===== src/include/iectrl_defs.svh =====
// constants of the interrupt and event transfer controller
// assumes one 50 MHz core clock and a plain strobe register port
//
// Overview of operation
// accepted interrupt branches after 7/11 clocks
// each node routes to interrupt or transfer
// standard service vectors cpu to node entry
// event transfer steals exactly one cpu cycle
// move byte/word, bump source/destination as configured
// count decrements per transfer, not when continuous
// count reaching zero raises the node's interrupt
// eight channels, own pointers and counters
// per-node register: request, enable, priority
// sixteen priority levels arbitrate pending requests; a transfer above the running level goes before any standard request
// preempt only for strictly higher priority
// vector equals trap number times four
// shared nodes: either source sets one flag
// timer2 node trap 20H, timers 3,4 follow
// fast inputs: rising, falling or both edges
// software trap vectors to its trap number
// software-set request bit interrupts like hardware
// equal priorities resolved by lowest node index; done among transfers and among standard requests, a transfer goes first
// request flag clears on accept or transfer
`ifndef IECTRL_DEFS_SVH
`define IECTRL_DEFS_SVH
// ==================== sizes
`define NODE_NUM     20
`define CHAN_NUM     8
`define EXT_NUM      4
`define TRAP_BASE    8'h10
`define TIMER2_NODE  5'h10
// ==================== register map (word index on the strobe port)
`define OFS_NODE_LAST 8'h13
`define OFS_CH_BASE   8'h20
`define OFS_CH_LAST   8'h3F
`define OFS_EVT_STAT  8'h40
`define OFS_EVT_MASK  8'h41
`define OFS_SW_TRAP   8'h42
`define OFS_EDGE_SEL  8'h43
`define OFS_STATUS    8'h44
// ==================== node control fields
`define NC_PRIO_HI   3
`define NC_EN        6
`define NC_REQ       7
`define NC_ROUTE     8
`define NC_CH_LO     9
`define NC_CH_HI     11
// ==================== channel control fields
`define CC_WORD      0
`define CC_INC_SRC   1
`define CC_INC_DST   2
`define CC_CONT      3
// ==================== event status bits
`define EV_DONE      0
`define EV_ZERO      1
`define EV_SWTRAP    2
`define EV_OVERRUN   3
// ==================== response latency in cpu clocks
`define LAT_HIT      4'h7
`define LAT_MISS     4'hB
`endif


===== src/include/iectrl_pkg.sv =====
// types of the interrupt and event transfer controller
// assumes the constants header is included by the design file
package iectrl_pkg;
  // sequencer states
  typedef enum logic [2:0] {
    ST_IDLE = 3'b000,  // arbitrating
    ST_REQ  = 3'b001,  // interrupt offered to cpu
    ST_RESP = 3'b010,  // response latency running
    ST_XRD  = 3'b011,  // stolen cycle, source read
    ST_XDAT = 3'b100,  // read data arriving
    ST_XWR  = 3'b101   // destination write
  } seq_state_type;
endpackage


===== src/rtl/interrupt_and_event_transfer_ctrl.sv =====
// interrupt and event transfer controller: arbitration, vectoring, 8 move channels
// assumes peripheral requests are one-cycle pulses on core_clk_in,
// fast inputs are asynchronous pins, memory answers a read one cycle later
//
// The plain strobed port and the register addresses are this design's own decisions.
`timescale 1ns/1ps
`include "iectrl_defs.svh"

module interrupt_and_event_transfer_ctrl
  import iectrl_pkg::*;
(
  // clock, reset, enable
  input  wire logic        core_clk_in,
  input  wire logic        resetn_in,
  input  wire logic        ce_in,
  // request sources
  input  wire logic [19:0] periph_req_in,
  input  wire logic [3:0]  ext_pin_in,
  // cpu side
  input  wire logic [3:0]  running_level_in,
  input  wire logic        cpu_ack_in,
  input  wire logic        jump_cache_hit_in,
  output logic             irq_req_out,
  output logic [15:0]      irq_vector_out,
  output logic [3:0]       irq_level_out,
  output logic             branch_go_out,
  output logic             steal_out,
  // memory port for transfers
  input  wire logic [15:0] mem_rdata_in,
  output logic             mem_rd_out,
  output logic             mem_wr_out,
  output logic             mem_byte_out,
  output logic [15:0]      mem_addr_out,
  output logic [15:0]      mem_wdata_out,
  // register port
  input  wire logic [7:0]  reg_addr_in,
  input  wire logic [15:0] reg_wdata_in,
  input  wire logic        reg_wr_in,
  input  wire logic        reg_rd_in,
  output logic [15:0]      reg_rdata_out,
  // block interrupt
  output logic             irq_out
);

  // ==================== storage
  logic [3:0]  prio_reg  [`NODE_NUM];  // priority level per node
  logic        en_reg    [`NODE_NUM];  // node enable
  logic        route_reg [`NODE_NUM];  // 1: served by a transfer channel
  logic [2:0]  chsel_reg [`NODE_NUM];  // channel of the node
  logic [`NODE_NUM-1:0] req_reg;       // node_request_bit flags
  logic [15:0] src_reg   [`CHAN_NUM];  // source pointers
  logic [15:0] dst_reg   [`CHAN_NUM];  // destination pointers
  logic [7:0]  cnt_reg   [`CHAN_NUM];  // transfer counters
  logic [3:0]  cctl_reg  [`CHAN_NUM];  // channel control
  logic [3:0]  stat_reg;               // sticky event status
  logic [3:0]  mask_reg;               // event mask
  logic [7:0]  edge_reg;               // two select bits per fast input
  logic        sw_pend_reg;            // software trap waiting
  logic [7:0]  sw_num_reg;             // its trap number
  seq_state_type state_reg;            // sequencer
  logic [4:0]  node_reg;               // node in service
  logic        grant_sw_reg;           // service came from a trap
  logic [3:0]  lat_reg;                // latency down-counter
  logic [3:0]  ext_s1_reg;             // sync stage one
  logic [3:0]  ext_s2_reg;             // sync stage two
  logic [3:0]  ext_s3_reg;             // previous level for edges

  // ==================== decode
  logic        wr_node;                // write to a node register
  logic        wr_ch;                  // write to a channel register
  logic [2:0]  cur_ch;                 // channel of node in service
  logic [3:0]  ext_edge;               // detected fast-input edges
  logic        xfer_done;              // destination write issued
  logic        zero_hit;               // counter goes to zero now
  logic [3:0]  evt_set;                // status events this cycle

  assign wr_node = reg_wr_in && (reg_addr_in <= `OFS_NODE_LAST);
  assign wr_ch   = reg_wr_in && (reg_addr_in >= `OFS_CH_BASE)
                   && (reg_addr_in <= `OFS_CH_LAST);
  assign cur_ch  = chsel_reg[node_reg];
  assign xfer_done = (state_reg == ST_XDAT);
  assign zero_hit  = xfer_done && !cctl_reg[cur_ch][`CC_CONT]
                     && (cnt_reg[cur_ch] == 8'h01);

  // ==================== fast inputs: sync then edge select
  // only the second and third stages feed the edge detector
  always_ff @(posedge core_clk_in or negedge resetn_in)
  begin
    if (!resetn_in)
    begin
      ext_s1_reg <= 4'h0;
      ext_s2_reg <= 4'h0;
      ext_s3_reg <= 4'h0;
    end
    else if (ce_in)
    begin
      ext_s1_reg <= ext_pin_in;
      ext_s2_reg <= ext_s1_reg;
      ext_s3_reg <= ext_s2_reg;
    end
  end

  // per input: bit0 rising, bit1 falling, both set catches either
  always_comb
  begin
    for (int e = 0; e < `EXT_NUM; e++)
    begin
      ext_edge[e] = (edge_reg[2*e]   &&  ext_s2_reg[e] && !ext_s3_reg[e])
                 || (edge_reg[2*e+1] && !ext_s2_reg[e] &&  ext_s3_reg[e]);
    end
  end

  // ==================== arbitration
  // ascending scan with strict compare keeps lowest index on ties
  logic        std_hit;                // a standard candidate exists
  logic [4:0]  std_node;               // its node
  logic [3:0]  std_prio;               // its level
  logic        xf_hit;                 // a transfer candidate exists
  logic [4:0]  xf_node;                // its node
  logic [3:0]  xf_prio;                // its level
  always_comb
  begin
    std_hit = 1'b0;
    std_node = 5'h00;
    std_prio = 4'h0;
    xf_hit = 1'b0;
    xf_node = 5'h00;
    xf_prio = 4'h0;
    for (int n = 0; n < `NODE_NUM; n++)
    begin
      if (req_reg[n] && en_reg[n])
      begin
        // exhausted channel falls back to a normal interrupt
        if (route_reg[n] && (cctl_reg[chsel_reg[n]][`CC_CONT]
            || cnt_reg[chsel_reg[n]] != 8'h00))
        begin
          if (!xf_hit || prio_reg[n] > xf_prio)
          begin
            xf_hit = 1'b1;
            xf_node = 5'(n);
            xf_prio = prio_reg[n];
          end
        end
        else if (!std_hit || prio_reg[n] > std_prio)
        begin
          std_hit = 1'b1;
          std_node = 5'(n);
          std_prio = prio_reg[n];
        end
      end
    end
  end

  logic xf_go;                         // start a transfer now
  logic std_go;                        // offer an interrupt now
  assign xf_go  = (state_reg == ST_IDLE) && xf_hit && (xf_prio > running_level_in);
  assign std_go = (state_reg == ST_IDLE) && !xf_go
                  && (sw_pend_reg || (std_hit && std_prio > running_level_in));

  // ==================== sequencer
  always_ff @(posedge core_clk_in or negedge resetn_in)
  begin
    if (!resetn_in)
    begin
      state_reg <= ST_IDLE;
      node_reg <= 5'h00;
      grant_sw_reg <= 1'b0;
      lat_reg <= 4'h0;
      irq_req_out <= 1'b0;
      irq_vector_out <= 16'h0000;
      irq_level_out <= 4'h0;
      branch_go_out <= 1'b0;
      steal_out <= 1'b0;
    end
    else if (ce_in)
    begin
      branch_go_out <= 1'b0;
      steal_out <= 1'b0;
      case (state_reg)
        ST_IDLE:
        begin
          if (xf_go)
          begin
            node_reg <= xf_node;
            steal_out <= 1'b1;
            state_reg <= ST_XRD;
          end
          else if (std_go)
          begin
            // trap instruction is synchronous and goes first
            grant_sw_reg <= sw_pend_reg;
            node_reg <= std_node;
            irq_req_out <= 1'b1;
            irq_level_out <= sw_pend_reg ? running_level_in : std_prio;
            irq_vector_out <= sw_pend_reg ? {6'h00, sw_num_reg, 2'b00}
                            : {6'h00, `TRAP_BASE + 8'(std_node), 2'b00};
            state_reg <= ST_REQ;
          end
        end
        ST_REQ:
        begin
          if (cpu_ack_in)
          begin
            irq_req_out <= 1'b0;
            lat_reg <= (jump_cache_hit_in ? `LAT_HIT : `LAT_MISS) - 4'h1;
            state_reg <= ST_RESP;
          end
        end
        ST_RESP:
        begin
          // branch pulse lands 7 or 11 clocks after the accept
          if (lat_reg == 4'h1)
          begin
            branch_go_out <= 1'b1;
            state_reg <= ST_IDLE;
          end
          lat_reg <= lat_reg - 4'h1;
        end
        ST_XRD:  state_reg <= ST_XDAT;
        ST_XDAT: state_reg <= ST_XWR;
        ST_XWR:  state_reg <= ST_IDLE;
        default: state_reg <= ST_IDLE;
      endcase
    end
  end

  // ==================== memory port of a transfer
  // read in the stolen cycle, write later while the cpu runs on
  always_ff @(posedge core_clk_in or negedge resetn_in)
  begin
    if (!resetn_in)
    begin
      mem_rd_out <= 1'b0;
      mem_wr_out <= 1'b0;
      mem_byte_out <= 1'b0;
      mem_addr_out <= 16'h0000;
      mem_wdata_out <= 16'h0000;
    end
    else if (ce_in)
    begin
      mem_rd_out <= xf_go;
      mem_wr_out <= xfer_done;
      if (xf_go)
      begin
        mem_addr_out <= src_reg[chsel_reg[xf_node]];
        mem_byte_out <= !cctl_reg[chsel_reg[xf_node]][`CC_WORD];
      end
      else if (xfer_done)
      begin
        mem_addr_out <= dst_reg[cur_ch];
        mem_wdata_out <= mem_rdata_in;
      end
    end
  end

  // ==================== channels
  genvar c;
  generate
    for (c = 0; c < `CHAN_NUM; c++)
    begin : g_chan
      logic [15:0] step;               // one byte or one word
      assign step = cctl_reg[c][`CC_WORD] ? 16'h0002 : 16'h0001;
      always_ff @(posedge core_clk_in or negedge resetn_in)
      begin
        if (!resetn_in)
        begin
          src_reg[c] <= 16'h0000;
          dst_reg[c] <= 16'h0000;
          cnt_reg[c] <= 8'h00;
          cctl_reg[c] <= 4'h0;
        end
        else if (ce_in)
        begin
          if (xfer_done && cur_ch == 3'(c))
          begin
            if (cctl_reg[c][`CC_INC_SRC])
              src_reg[c] <= src_reg[c] + step;
            if (cctl_reg[c][`CC_INC_DST])
              dst_reg[c] <= dst_reg[c] + step;
            if (!cctl_reg[c][`CC_CONT])
              cnt_reg[c] <= cnt_reg[c] - 8'h01;
          end
          else if (wr_ch && reg_addr_in[4:2] == 3'(c))
          begin
            case (reg_addr_in[1:0])
              2'h0:    src_reg[c] <= reg_wdata_in;
              2'h1:    dst_reg[c] <= reg_wdata_in;
              2'h2:    cnt_reg[c] <= reg_wdata_in[7:0];
              default: cctl_reg[c] <= reg_wdata_in[3:0];
            endcase
          end
        end
      end
    end
  endgenerate

  // ==================== nodes
  genvar n;
  generate
    for (n = 0; n < `NODE_NUM; n++)
    begin : g_node
      logic hw_set;                    // any source raises this node
      logic clr;                       // accept, transfer or software clear
      assign hw_set = periph_req_in[n]
                    || ((n < `EXT_NUM) ? ext_edge[n % `EXT_NUM] : 1'b0)
                    || (zero_hit && node_reg == 5'(n));
      assign clr = (state_reg == ST_REQ && cpu_ack_in && !grant_sw_reg
                    && node_reg == 5'(n))
                 || (xfer_done && node_reg == 5'(n))
                 || (wr_node && reg_addr_in[4:0] == 5'(n) && !reg_wdata_in[`NC_REQ]);
      always_ff @(posedge core_clk_in or negedge resetn_in)
      begin
        if (!resetn_in)
          req_reg[n] <= 1'b0;
        else if (ce_in)
        begin
          // a set in the clearing cycle is kept
          if (hw_set || (wr_node && reg_addr_in[4:0] == 5'(n) && reg_wdata_in[`NC_REQ]))
            req_reg[n] <= 1'b1;
          else if (clr)
            req_reg[n] <= 1'b0;
        end
      end
      always_ff @(posedge core_clk_in or negedge resetn_in)
      begin
        if (!resetn_in)
        begin
          prio_reg[n] <= 4'h0;
          en_reg[n] <= 1'b0;
          route_reg[n] <= 1'b0;
          chsel_reg[n] <= 3'h0;
        end
        else if (ce_in && wr_node && reg_addr_in[4:0] == 5'(n))
        begin
          prio_reg[n] <= reg_wdata_in[`NC_PRIO_HI:0];
          en_reg[n] <= reg_wdata_in[`NC_EN];
          route_reg[n] <= reg_wdata_in[`NC_ROUTE];
          chsel_reg[n] <= reg_wdata_in[`NC_CH_HI:`NC_CH_LO];
        end
      end
    end
  endgenerate

  // ==================== software trap, edge select, event status
  assign evt_set = {periph_req_in[`TIMER2_NODE] && req_reg[`TIMER2_NODE],
                    std_go && sw_pend_reg, zero_hit, xfer_done};
  always_ff @(posedge core_clk_in or negedge resetn_in)
  begin
    if (!resetn_in)
    begin
      sw_pend_reg <= 1'b0;
      sw_num_reg <= 8'h00;
      edge_reg <= 8'h00;
      mask_reg <= 4'h0;
      stat_reg <= 4'h0;
      irq_out <= 1'b0;
    end
    else if (ce_in)
    begin
      if (reg_wr_in && reg_addr_in == `OFS_SW_TRAP)
      begin
        sw_pend_reg <= 1'b1;
        sw_num_reg <= reg_wdata_in[7:0];
      end
      else if (std_go && sw_pend_reg)
        sw_pend_reg <= 1'b0;
      if (reg_wr_in && reg_addr_in == `OFS_EDGE_SEL)
        edge_reg <= reg_wdata_in[7:0];
      if (reg_wr_in && reg_addr_in == `OFS_EVT_MASK)
        mask_reg <= reg_wdata_in[3:0];
      // write one clears, a new event wins
      stat_reg <= (stat_reg & ~((reg_wr_in && reg_addr_in == `OFS_EVT_STAT)
                  ? reg_wdata_in[3:0] : 4'h0)) | evt_set;
      irq_out <= |(stat_reg & mask_reg);
    end
  end

  // ==================== read port, data one cycle after the strobe
  always_ff @(posedge core_clk_in or negedge resetn_in)
  begin
    if (!resetn_in)
      reg_rdata_out <= 16'h0000;
    else if (ce_in)
    begin
      reg_rdata_out <= 16'h0000;       // unmapped reads give zero
      if (reg_rd_in)
      begin
        if (reg_addr_in <= `OFS_NODE_LAST)
          reg_rdata_out <= {4'h0, chsel_reg[reg_addr_in[4:0]],
                            route_reg[reg_addr_in[4:0]], req_reg[reg_addr_in[4:0]],
                            en_reg[reg_addr_in[4:0]], 2'b00, prio_reg[reg_addr_in[4:0]]};
        else if (reg_addr_in >= `OFS_CH_BASE && reg_addr_in <= `OFS_CH_LAST)
          case (reg_addr_in[1:0])
            2'h0:    reg_rdata_out <= src_reg[reg_addr_in[4:2]];
            2'h1:    reg_rdata_out <= dst_reg[reg_addr_in[4:2]];
            2'h2:    reg_rdata_out <= {8'h00, cnt_reg[reg_addr_in[4:2]]};
            default: reg_rdata_out <= {12'h000, cctl_reg[reg_addr_in[4:2]]};
          endcase
        else if (reg_addr_in == `OFS_EVT_STAT)
          reg_rdata_out <= {12'h000, stat_reg};
        else if (reg_addr_in == `OFS_EVT_MASK)
          reg_rdata_out <= {12'h000, mask_reg};
        else if (reg_addr_in == `OFS_EDGE_SEL)
          reg_rdata_out <= {8'h00, edge_reg};
        else if (reg_addr_in == `OFS_STATUS)
          reg_rdata_out <= {8'h00, sw_pend_reg, 4'h0, state_reg};
      end
    end
  end

  // ==================== checks
  a_branch_latency: assert property (@(posedge core_clk_in) disable iff (!resetn_in)
    (ce_in && state_reg == ST_REQ && cpu_ack_in && jump_cache_hit_in)
      ##1 ce_in [*6] |=> branch_go_out)
    else $error("branch not 7 clocks after accept");
  a_steal_single: assert property (@(posedge core_clk_in) disable iff (!resetn_in)
    steal_out && ce_in |=> !steal_out)
    else $error("transfer stole more than one cycle");
  a_steal_read: assert property (@(posedge core_clk_in) disable iff (!resetn_in)
    steal_out |-> mem_rd_out && !irq_req_out)
    else $error("stolen cycle without source read");
  a_write_follows: assert property (@(posedge core_clk_in) disable iff (!resetn_in)
    (steal_out && ce_in) ##1 ce_in |=> mem_wr_out)
    else $error("destination write missing");
  a_level_strict: assert property (@(posedge core_clk_in) disable iff (!resetn_in)
    $rose(irq_req_out) && !$past(sw_pend_reg) |-> irq_level_out > $past(running_level_in))
    else $error("interrupt offered without higher level");
  a_vector_map: assert property (@(posedge core_clk_in) disable iff (!resetn_in)
    $rose(irq_req_out) && !grant_sw_reg
      |-> irq_vector_out == {6'h00, `TRAP_BASE + 8'(node_reg), 2'b00})
    else $error("vector not four times trap number");
  a_req_clears: assert property (@(posedge core_clk_in) disable iff (!resetn_in)
    (ce_in && xfer_done && !zero_hit && !periph_req_in[node_reg]) |=> !req_reg[node_reg])
    else $error("request flag kept after transfer");
  a_zero_raise: assert property (@(posedge core_clk_in) disable iff (!resetn_in)
    (ce_in && zero_hit) |=> req_reg[node_reg] && cnt_reg[cur_ch] == 8'h00)
    else $error("zero count raised no interrupt");
  a_irq_level: assert property (@(posedge core_clk_in) disable iff (!resetn_in)
    ce_in |=> irq_out == |($past(stat_reg) & $past(mask_reg)))
    else $error("interrupt output mismatch");

endmodule // interrupt_and_event_transfer_ctrl


===== config.mk =====
export PLATFORM = sky130hd
export DESIGN_NAME = interrupt_and_event_transfer_ctrl
export DESIGN_NICKNAME = d
export VERILOG_FILES = /design/src/include/iectrl_pkg.sv /design/src/rtl/interrupt_and_event_transfer_ctrl.sv
export VERILOG_INCLUDE_DIRS = /design/src /design/src/include
export SDC_FILE = /design/constraint.sdc
export NUM_CORES = 2
export LEC_CHECK = 0
export ABC_CLOCK_PERIOD_IN_PS = 37100
export CAP_MARGIN = 30
export CORE_AREA = 4 4 401 403
export DETAILED_ROUTE_END_ITERATION = 8
export DIE_AREA = 0 0 405 407
export DONT_BUFFER_PORTS = 1
export PLACE_DENSITY = 0.45
export REMOVE_ABC_BUFFERS = 1
export SLEW_MARGIN = 25
export SYNTH_ARGS = -nofsm -noshare
export SYNTH_HDL_FRONTEND = slang
export SYNTH_SLANG_ARGS = --single-unit

===== constraint.sdc =====
create_clock -name core_clk_in -period 37.1 [get_ports core_clk_in]
set_input_delay 7.42 -clock core_clk_in [delete_from_list [all_inputs] [get_ports core_clk_in]]
set_output_delay 7.42 -clock core_clk_in [all_outputs]
set_load 0.02 [all_outputs]

# Word level (Yosys, flattened, before mapping)
# Index checks and enable logic that the tools add are counted.
# op_classes
magnitude_cmp	70
mux	673
bitwise_logic	40
addsub	27
n_reduce_logical	579
n_eq_ne	94
# ops
cell	n
2-to-1 mux 16 bit	66
2-to-1 mux 4 bit	168
2-to-1 mux 8 bit	70
2-to-1 mux 5 bit	110
binary-select mux 8 bit (select 3 bit)	22
binary-select mux 4 bit (select 3 bit)	23
adder 16 x 2 -> 16 bit	16
logical AND 1 bit	232
binary-select mux 16 bit (select 3 bit)	4
2-to-1 mux 1 bit	180
greater-than comparator 4 bit	40
nonzero test 8 bit	20
logical OR 1 bit	147
AND reduction 4 bit	34
nonzero test 2 bit	57
>= comparator 4 bit (second input constant)	23
NOT 3 -> 4 bit	23
equality test 5 x 4 -> 1 bit (second input constant)	16
subtractor 8 x 1 -> 8 bit (second input constant)	8
!= test 2 bit (second input constant)	28
AND reduction 2 bit	26
logical NOT 1 bit	51
one-hot mux 16 bit (3 select lines)	1
binary-select mux 3 bit (select 5 bit)	3
40 further kinds	115
# word_totals
in_bits	75
out_inout_bits	75
reg_bits	677
elab_cells	1639

# Depth between registers and ports, before layout
# logic_depth
word_depth	113
depth_mapped	209
depth_no_buf	201

# Worst setup path after synthesis
# Ideal clock, no wire load.
# synth_path
path_type	reg-to-reg
from	reg cnt_reg[50] (netlist bit)
to	reg node_reg[2]
period_less_slack_ns	32.731
path_buffers	9
setup_time_ns	0.119
path_stages_with_launch	202
required_time_ns	36.981
arrival_time_ns	32.612
slack_ns	4.369
path_cell_list	dfrtp_1 > buf_6 > or4_1 > buf_2 > o41ai_2 > a221oi_1 > and3_1 > buf_2 > nand2_1 > ha_1 > nor2b_1 > o21a_1 > o21a_1 > o21a_1 > a21oi_1 > a22o_1 > inv_1 > ha_1 > [166 not listed] > nor2b_1 > o21a_1 > o21a_1 > o21ai_0 > nor3_1 > a21oi_1 > clkbuf_1 > a21oi_1 > ha_1 > nor2b_1 > o21ai_0 > nand2b_1 > a21oi_1 > a211oi_1 > nor2_1 > nand2_1 > nand2_1 > o21a_1
# synth_between
elab_chain_cells	110
elab_cells_between_ends	589
classes_between	order compare (40); mux (404); reduce/logical (145)
# synth_lines
item	line_no	text
start, declared	interrupt_and_event_transfer_ctrl.sv:53	logic [7:0] cnt_reg [`CHAN_NUM];
start signal, assigned by index	interrupt_and_event_transfer_ctrl.sv:281	cnt_reg[c] <= cnt_reg[c] - 8'h01;
start signal, assigned by index	interrupt_and_event_transfer_ctrl.sv:288	2'h2: cnt_reg[c] <= reg_wdata_in[7:0];
binary-select mux 8 bit (select 3 bit)	interrupt_and_event_transfer_ctrl.sv:135	|| cnt_reg[chsel_reg[n]] != 8'h00))
2-to-1 mux 8 bit (not written as such) (2 in a row)	interrupt_and_event_transfer_ctrl.sv:135	
nonzero test 8 bit	interrupt_and_event_transfer_ctrl.sv:135	
logical OR 1 bit	interrupt_and_event_transfer_ctrl.sv:134	if (route_reg[n] && (cctl_reg[chsel_reg[n]][`CC_CONT]
logical AND 1 bit	interrupt_and_event_transfer_ctrl.sv:134	
2-to-1 mux 4 bit or 2-to-1 mux 1 bit (tied branches)	interrupt_and_event_transfer_ctrl.sv:134	
2-to-1 mux 4 bit or 2-to-1 mux 1 bit (tied branches)	interrupt_and_event_transfer_ctrl.sv:131	if (req_reg[n] && en_reg[n])
greater-than comparator 4 bit or logical NOT 1 bit (tied branches)	interrupt_and_event_transfer_ctrl.sv:137	if (!xf_hit || prio_reg[n] > xf_prio)
[93 not listed]	-	
2-to-1 mux 4 bit or 2-to-1 mux 1 bit (tied branches)	interrupt_and_event_transfer_ctrl.sv:131	
greater-than comparator 4 bit or logical AND 1 bit (tied branches)	interrupt_and_event_transfer_ctrl.sv:156	assign xf_go = (state_reg == ST_IDLE) && xf_hit && (xf_prio > running_level_in);
logical AND 1 bit	interrupt_and_event_transfer_ctrl.sv:156	
logical NOT 1 bit	interrupt_and_event_transfer_ctrl.sv:157	assign std_go = (state_reg == ST_IDLE) && !xf_go
logical AND 1 bit	interrupt_and_event_transfer_ctrl.sv:157	
logical AND 1 bit	interrupt_and_event_transfer_ctrl.sv:158	&& (sw_pend_reg || (std_hit && std_prio > running_level_in));
nonzero test 2 bit (no source line)	-	
AND reduction 3 bit (no source line)	-	
end signal, assigned	interrupt_and_event_transfer_ctrl.sv:184	node_reg <= xf_node;
end signal, assigned	interrupt_and_event_transfer_ctrl.sv:192	node_reg <= std_node;
end, declared	interrupt_and_event_transfer_ctrl.sv:61	logic [4:0] node_reg;
# Parallel ways exist; a longest one is shown, timed or not. The select of a mux whose other input is x is not followed.
# A chain may end at the register's enable or synchronous reset.

# Worst setup path after layout
# layout_path
from	reg chsel_reg[58] (netlist bit)
to	reg mem_byte_out
# layout_between
elab_chain_cells	113
elab_cells_between_ends	255
classes_between	order compare (20); mux (187); bitwise (3); reduce/logical (45)
# layout_lines
item	line_no	text
start, declared	interrupt_and_event_transfer_ctrl.sv:49	logic [2:0] chsel_reg [`NODE_NUM];
start signal, assigned by index	interrupt_and_event_transfer_ctrl.sv:338	chsel_reg[n] <= reg_wdata_in[`NC_CH_HI:`NC_CH_LO];
NOT 3 -> 4 bit (not written as such)	interrupt_and_event_transfer_ctrl.sv:134, interrupt_and_event_transfer_ctrl.sv:135	
binary-select mux 8 bit (select 3 bit)	interrupt_and_event_transfer_ctrl.sv:135	
2-to-1 mux 8 bit (not written as such) (2 in a row)	interrupt_and_event_transfer_ctrl.sv:135	
nonzero test 8 bit	interrupt_and_event_transfer_ctrl.sv:135	
logical OR 1 bit	interrupt_and_event_transfer_ctrl.sv:134	
logical AND 1 bit	interrupt_and_event_transfer_ctrl.sv:134	
2-to-1 mux 4 bit or 2-to-1 mux 1 bit (tied branches)	interrupt_and_event_transfer_ctrl.sv:134	
2-to-1 mux 4 bit or 2-to-1 mux 1 bit (tied branches)	interrupt_and_event_transfer_ctrl.sv:131	
[94 not listed]	-	
2-to-1 mux 5 bit	interrupt_and_event_transfer_ctrl.sv:131	
NOT 5 -> 6 bit (not written as such)	interrupt_and_event_transfer_ctrl.sv:246	mem_byte_out <= !cctl_reg[chsel_reg[xf_node]][`CC_WORD];
binary-select mux 3 bit (select 5 bit)	interrupt_and_event_transfer_ctrl.sv:246	
2-to-1 mux 3 bit (not written as such) (2 in a row)	interrupt_and_event_transfer_ctrl.sv:246	
NOT 3 -> 4 bit (not written as such)	interrupt_and_event_transfer_ctrl.sv:246	
binary-select mux 4 bit (select 3 bit)	interrupt_and_event_transfer_ctrl.sv:246	
2-to-1 mux 1 bit (not written as such) (2 in a row)	interrupt_and_event_transfer_ctrl.sv:246	
logical NOT 1 bit	interrupt_and_event_transfer_ctrl.sv:246	
end signal, assigned	interrupt_and_event_transfer_ctrl.sv:246	
end, declared	interrupt_and_event_transfer_ctrl.sv:32	output logic mem_byte_out,
# Parallel ways exist; a longest one is shown, timed or not. The select of a mux whose other input is x is not followed.

==> results.rst <==
.. list-table::
   :header-rows: 1

   * - Metric
     - Value
   * - Outcome
     - finished clean
   * - Synth warnings
     - 0
   * - Y dimension of the die
     - 407 um
   * - Final setup violating endpoints
     - 0
   * - Number of H-tree levels
     - 3
   * - Top cells by count, synth
     - dfrtp_1 (669), a21oi_1 (570), o21ai_0 (466)
   * - Floorplan Core Area
     - between 150000 and 200000 um^2
   * - All-Layer GR Usage
     - between 20 and 30%
   * - Hpwl dp
     - between 150 and 200 mm
   * - Initial drt markers
     - 4806
   * - Most common cell in the netlist
     - dfrtp_1
   * - Floorplan die area
     - 165000 um^2
   * - P_leak
     - 23.7 nW
   * - Count of non-filler cells in the finished layout
     - 7816
   * - Pwr Density
     - between 40 and 50 nW/um^2
   * - Path class of the lowest-slack min-delay path
     - flop to flop
   * - Number of failing hold endpoints at the final stage
     - 0
   * - Highest fanout seen on the critical path
     - 12
   * - Maximum clock insertion buffer count
     - 3
   * - Pin count of the biggest net entering global routing
     - 158
   * - Dominant delay contributor by cell family on the critical path
     - compound AO/OA/AOI/OAI gates
   * - Width of the die
     - between 400 and 500 um
   * - Clock Latency Late Sink
     - slightly above 0.7 ns
   * - Total of max-cap violations
     - 0
   * - Syn Area/Cell
     - 8.84 um^2
   * - Top cell type's share of synthesized area
     - 32.4%
   * - Site row count
     - ~150
   * - Final-layout fill cell count
     - ~16000
   * - Sinks on the clock net
     - roughly 670
   * - Final Net Count
     - 5963
   * - # port buffers
     - 0
   * - Sequential fraction of the synthesis area
     - around a third
   * - Total power of the final layout
     - between 2 and 2.5 mW
   * - Critical Path AT
     - around 35 ns
   * - Fraction of layout instances using a drive strength above 1
     - ~16%
   * - Worst Setup Slack post-DPL
     - -0.803 ns
   * - Worst VDD drop
     - between 0.05 and 0.06 mV
   * - Tcrit/Tclk final
     - approximately 93%
   * - Antenna-violating nets left
     - 0
   * - Worst max-slew margin expressed relative to the limit
     - ~31%
   * - Final estimated routing congestion in global placement
     - just under 1
   * - Crit Path Class
     - flop to flop
   * - Post-synthesis async set-or-reset flop share
     - 100%
   * - Critical-path cell with the highest stage delay
     - or4_4
   * - Number of max-slew violations in the final report
     - 0
   * - Area taken by flip-flops and latches
     - ~17000 um^2
   * - GR Overflow Total
     - 0
   * - Critical Path Max Stage Delay
     - around 0.7 ns
   * - Drt wl/cell
     - between 30 and 40 um
   * - Via density per instance
     - 6.28
   * - Post-placement cell count
     - approximately 7600
   * - Type of element launching the critical path
     - flop
   * - Clock slew seen by the registers of the worst setup and hold paths
     - around 0.06 ns
   * - Setup slack of the critical path after layout
     - approximately 2.8 ns
   * - Total clock buffers created by CTS
     - just under 90
   * - Global routing's busiest layer
     - met2
   * - Largest area contributor in the synthesized netlist
     - dfrtp_1
   * - Least-Margin Pin Slew
     - just over 1 ns
   * - Total DRC errors in the routed layout
     - 0
   * - TritonCTS clock tree
     - done
   * - Cell area after synthesis
     - ~52000 um^2
   * - Layout-stage area growth over the synthesis result
     - 11.4%
   * - Number of hold buffers added after cts
     - 0
   * - Root buf cell
     - clkbuf_16
   * - Cells after Synth
     - between 5000 and 6000
   * - Most frequent cell on the critical path
     - o21ai_0
   * - Count of different cell masters after synthesis
     - about 110
   * - Worst hold slack
     - approximately 0.5 ns
   * - Number of global-route vias before repair
     - around 46000
   * - Buffering stage count on the worst path with inverters included
     - 12
   * - Worst Path Required
     - around 38 ns
   * - Flop and latch count out of synthesis
     - 669
   * - Vias after detailed routing
     - between 40000 and 50000
   * - Antenna violations before repair
     - 9
   * - Area occupied by multi-input gates
     - ~33000 um^2
   * - Fraction of met1 tracks used by global routing
     - approximately a third
   * - Met3 capacity usage during global routing
     - about 5.0%
   * - Io pins
     - 150
   * - Detailed Route WL
     - about 240 mm
   * - Time the worst path needs with I/O delays and setup
     - roughly 34 ns
   * - Kind of end point of the critical path
     - flop
   * - Initial DRT Pass Iterations
     - 8
   * - Met2 global-route usage
     - a little under half
   * - Cell types with the largest area share after synthesis
     - dfrtp_1 (32%), mux4_2 (8.0%), mux2_2 (6.0%)
   * - Max Clock Freq
     - 29.1 MHz
   * - Commonest register cell after synthesis
     - dfrtp_1
   * - EDFF count, synth
     - 0
   * - Skew final
     - about 0.036 ns
   * - First-pass GRT wire length
     - approximately 340 mm
   * - Effective utilization at floorplan
     - roughly a third
==> cell type report <==
type                            count  share of cell area, %
Multi-Input combinational cell   4516                   57.3
Sequential cell                   669                   29.1
Tap cell                         2072                   4.50
Clock buffer                      129                   4.48
Timing Repair Buffer              158                   2.38
Inverter                          237                   1.54
Clock inverter                     32                  0.741
Antenna cell                        3                 0.0130
==> where the power goes <==
part	switching (mW)	internal, mW
Combinational	0.444	0.231
Sequential	0.116	0.786
Clock	0.375	0.539
==> kinds of logic after synthesis <==
logic type               count (synthesis)  synth area share [%]
flip-flops                             669                  32.4
AO/OA/AOI/OAI                         1932                  23.9
AND/OR/NAND/NOR                       1797                  17.2
adder cells (fa/ha/maj)                218                  5.51
buffers and inverters                  672                  5.11
other                                    1               0.00726
multiplexers                           557                  15.9
==> tightest hold or removal path: cells and delay by family (launching register included) <==
kind / cells / cell delay [ns]
flops: 1 / 0.35
simple gates: 2 / 0.11
==> metrics by stage <==
step	setup TNS [ns]	cell area [um^2]	util, %
after floorplan	0	50000	-
after global placement	-0.212	53500	34.0
after detailed placement	-19.78	53600	34.1
after CTS	0	56700	36.0
after global routing	-0.0285	57600	36.6
final	0	57600	36.6
==> layer usage <==
metal | routed length (um) | vias to the layer above
li1 | - | 21716
met1 | 96700 | 24646
met2 | 110000 | 2137
met3 | 17900 | 603
met4 | 16600 | 2
met5 | 13 | -
==> final timing paths <==
path | start | depth (start not counted) | endpoint | slack (ns)
worst min-delay path | grant_sw_reg$_DFFE_PN0P_ | 2 | grant_sw_reg$_DFFE_PN0P_ | 0.49
min in group asynchronous | resetn_in | 0 | prio_reg[42]$_DFFE_PN0P_ | 6.41
worst max register to register | chsel_reg[58]$_DFFE_PN0P_ | 192 | mem_byte_out$_DFFE_PN0P_ | 2.77
worst min register to register | grant_sw_reg$_DFFE_PN0P_ | 2 | grant_sw_reg$_DFFE_PN0P_ | 0.49
max in group asynchronous | resetn_in | 5 | dst_reg[105]$_DFFE_PN0P_ | 27.76
worst max-delay path | chsel_reg[58]$_DFFE_PN0P_ | 192 | mem_byte_out$_DFFE_PN0P_ | 2.77
==> what timing repair did <==
action	CTS	global route
buffers inserted	0	43
endpoints found under the setup margin	35	42
cloned	0	5
pin swaps	0	14
gates resized for setup	11	83
==> layout by cell type, fill, tap and decap left out, drive strengths merged, types with 17 or more instances in the layout <==
cell type / netlist / routed
a22o: 38 / 38
nand4: 77 / 77
nor4: 60 / 60
a31oi: 138 / 138
nor2b: 97 / 97
dfrtp: 669 / 669
o31ai: 28 / 28
o2111ai: 24 / 24
clkbuf: 341 / 131
mux2i: 87 / 87
nor3: 100 / 100
a211oi: 87 / 87
o22ai: 47 / 47
a22oi: 21 / 21
inv: 236 / 238
or2: 27 / 27
a41o: 18 / 18
o221ai: 28 / 28
o2bb2ai: 17 / 17
o21ai: 495 / 495
a41oi: 35 / 35
nand2b: 77 / 77
a21oi: 571 / 571
nor2: 460 / 460
nand2: 461 / 461
mux4: 184 / 184
or3: 17 / 17
nor3b: 37 / 37
o211ai: 92 / 92
buf: 94 / 156
mux2: 286 / 286
and2: 54 / 54
clkinv: 1 / 19
o22a: 131 / 131
o21a: 35 / 36
and3: 85 / 85
nand3: 190 / 190
ha: 202 / 202
(Power assumes the default switching activity.)
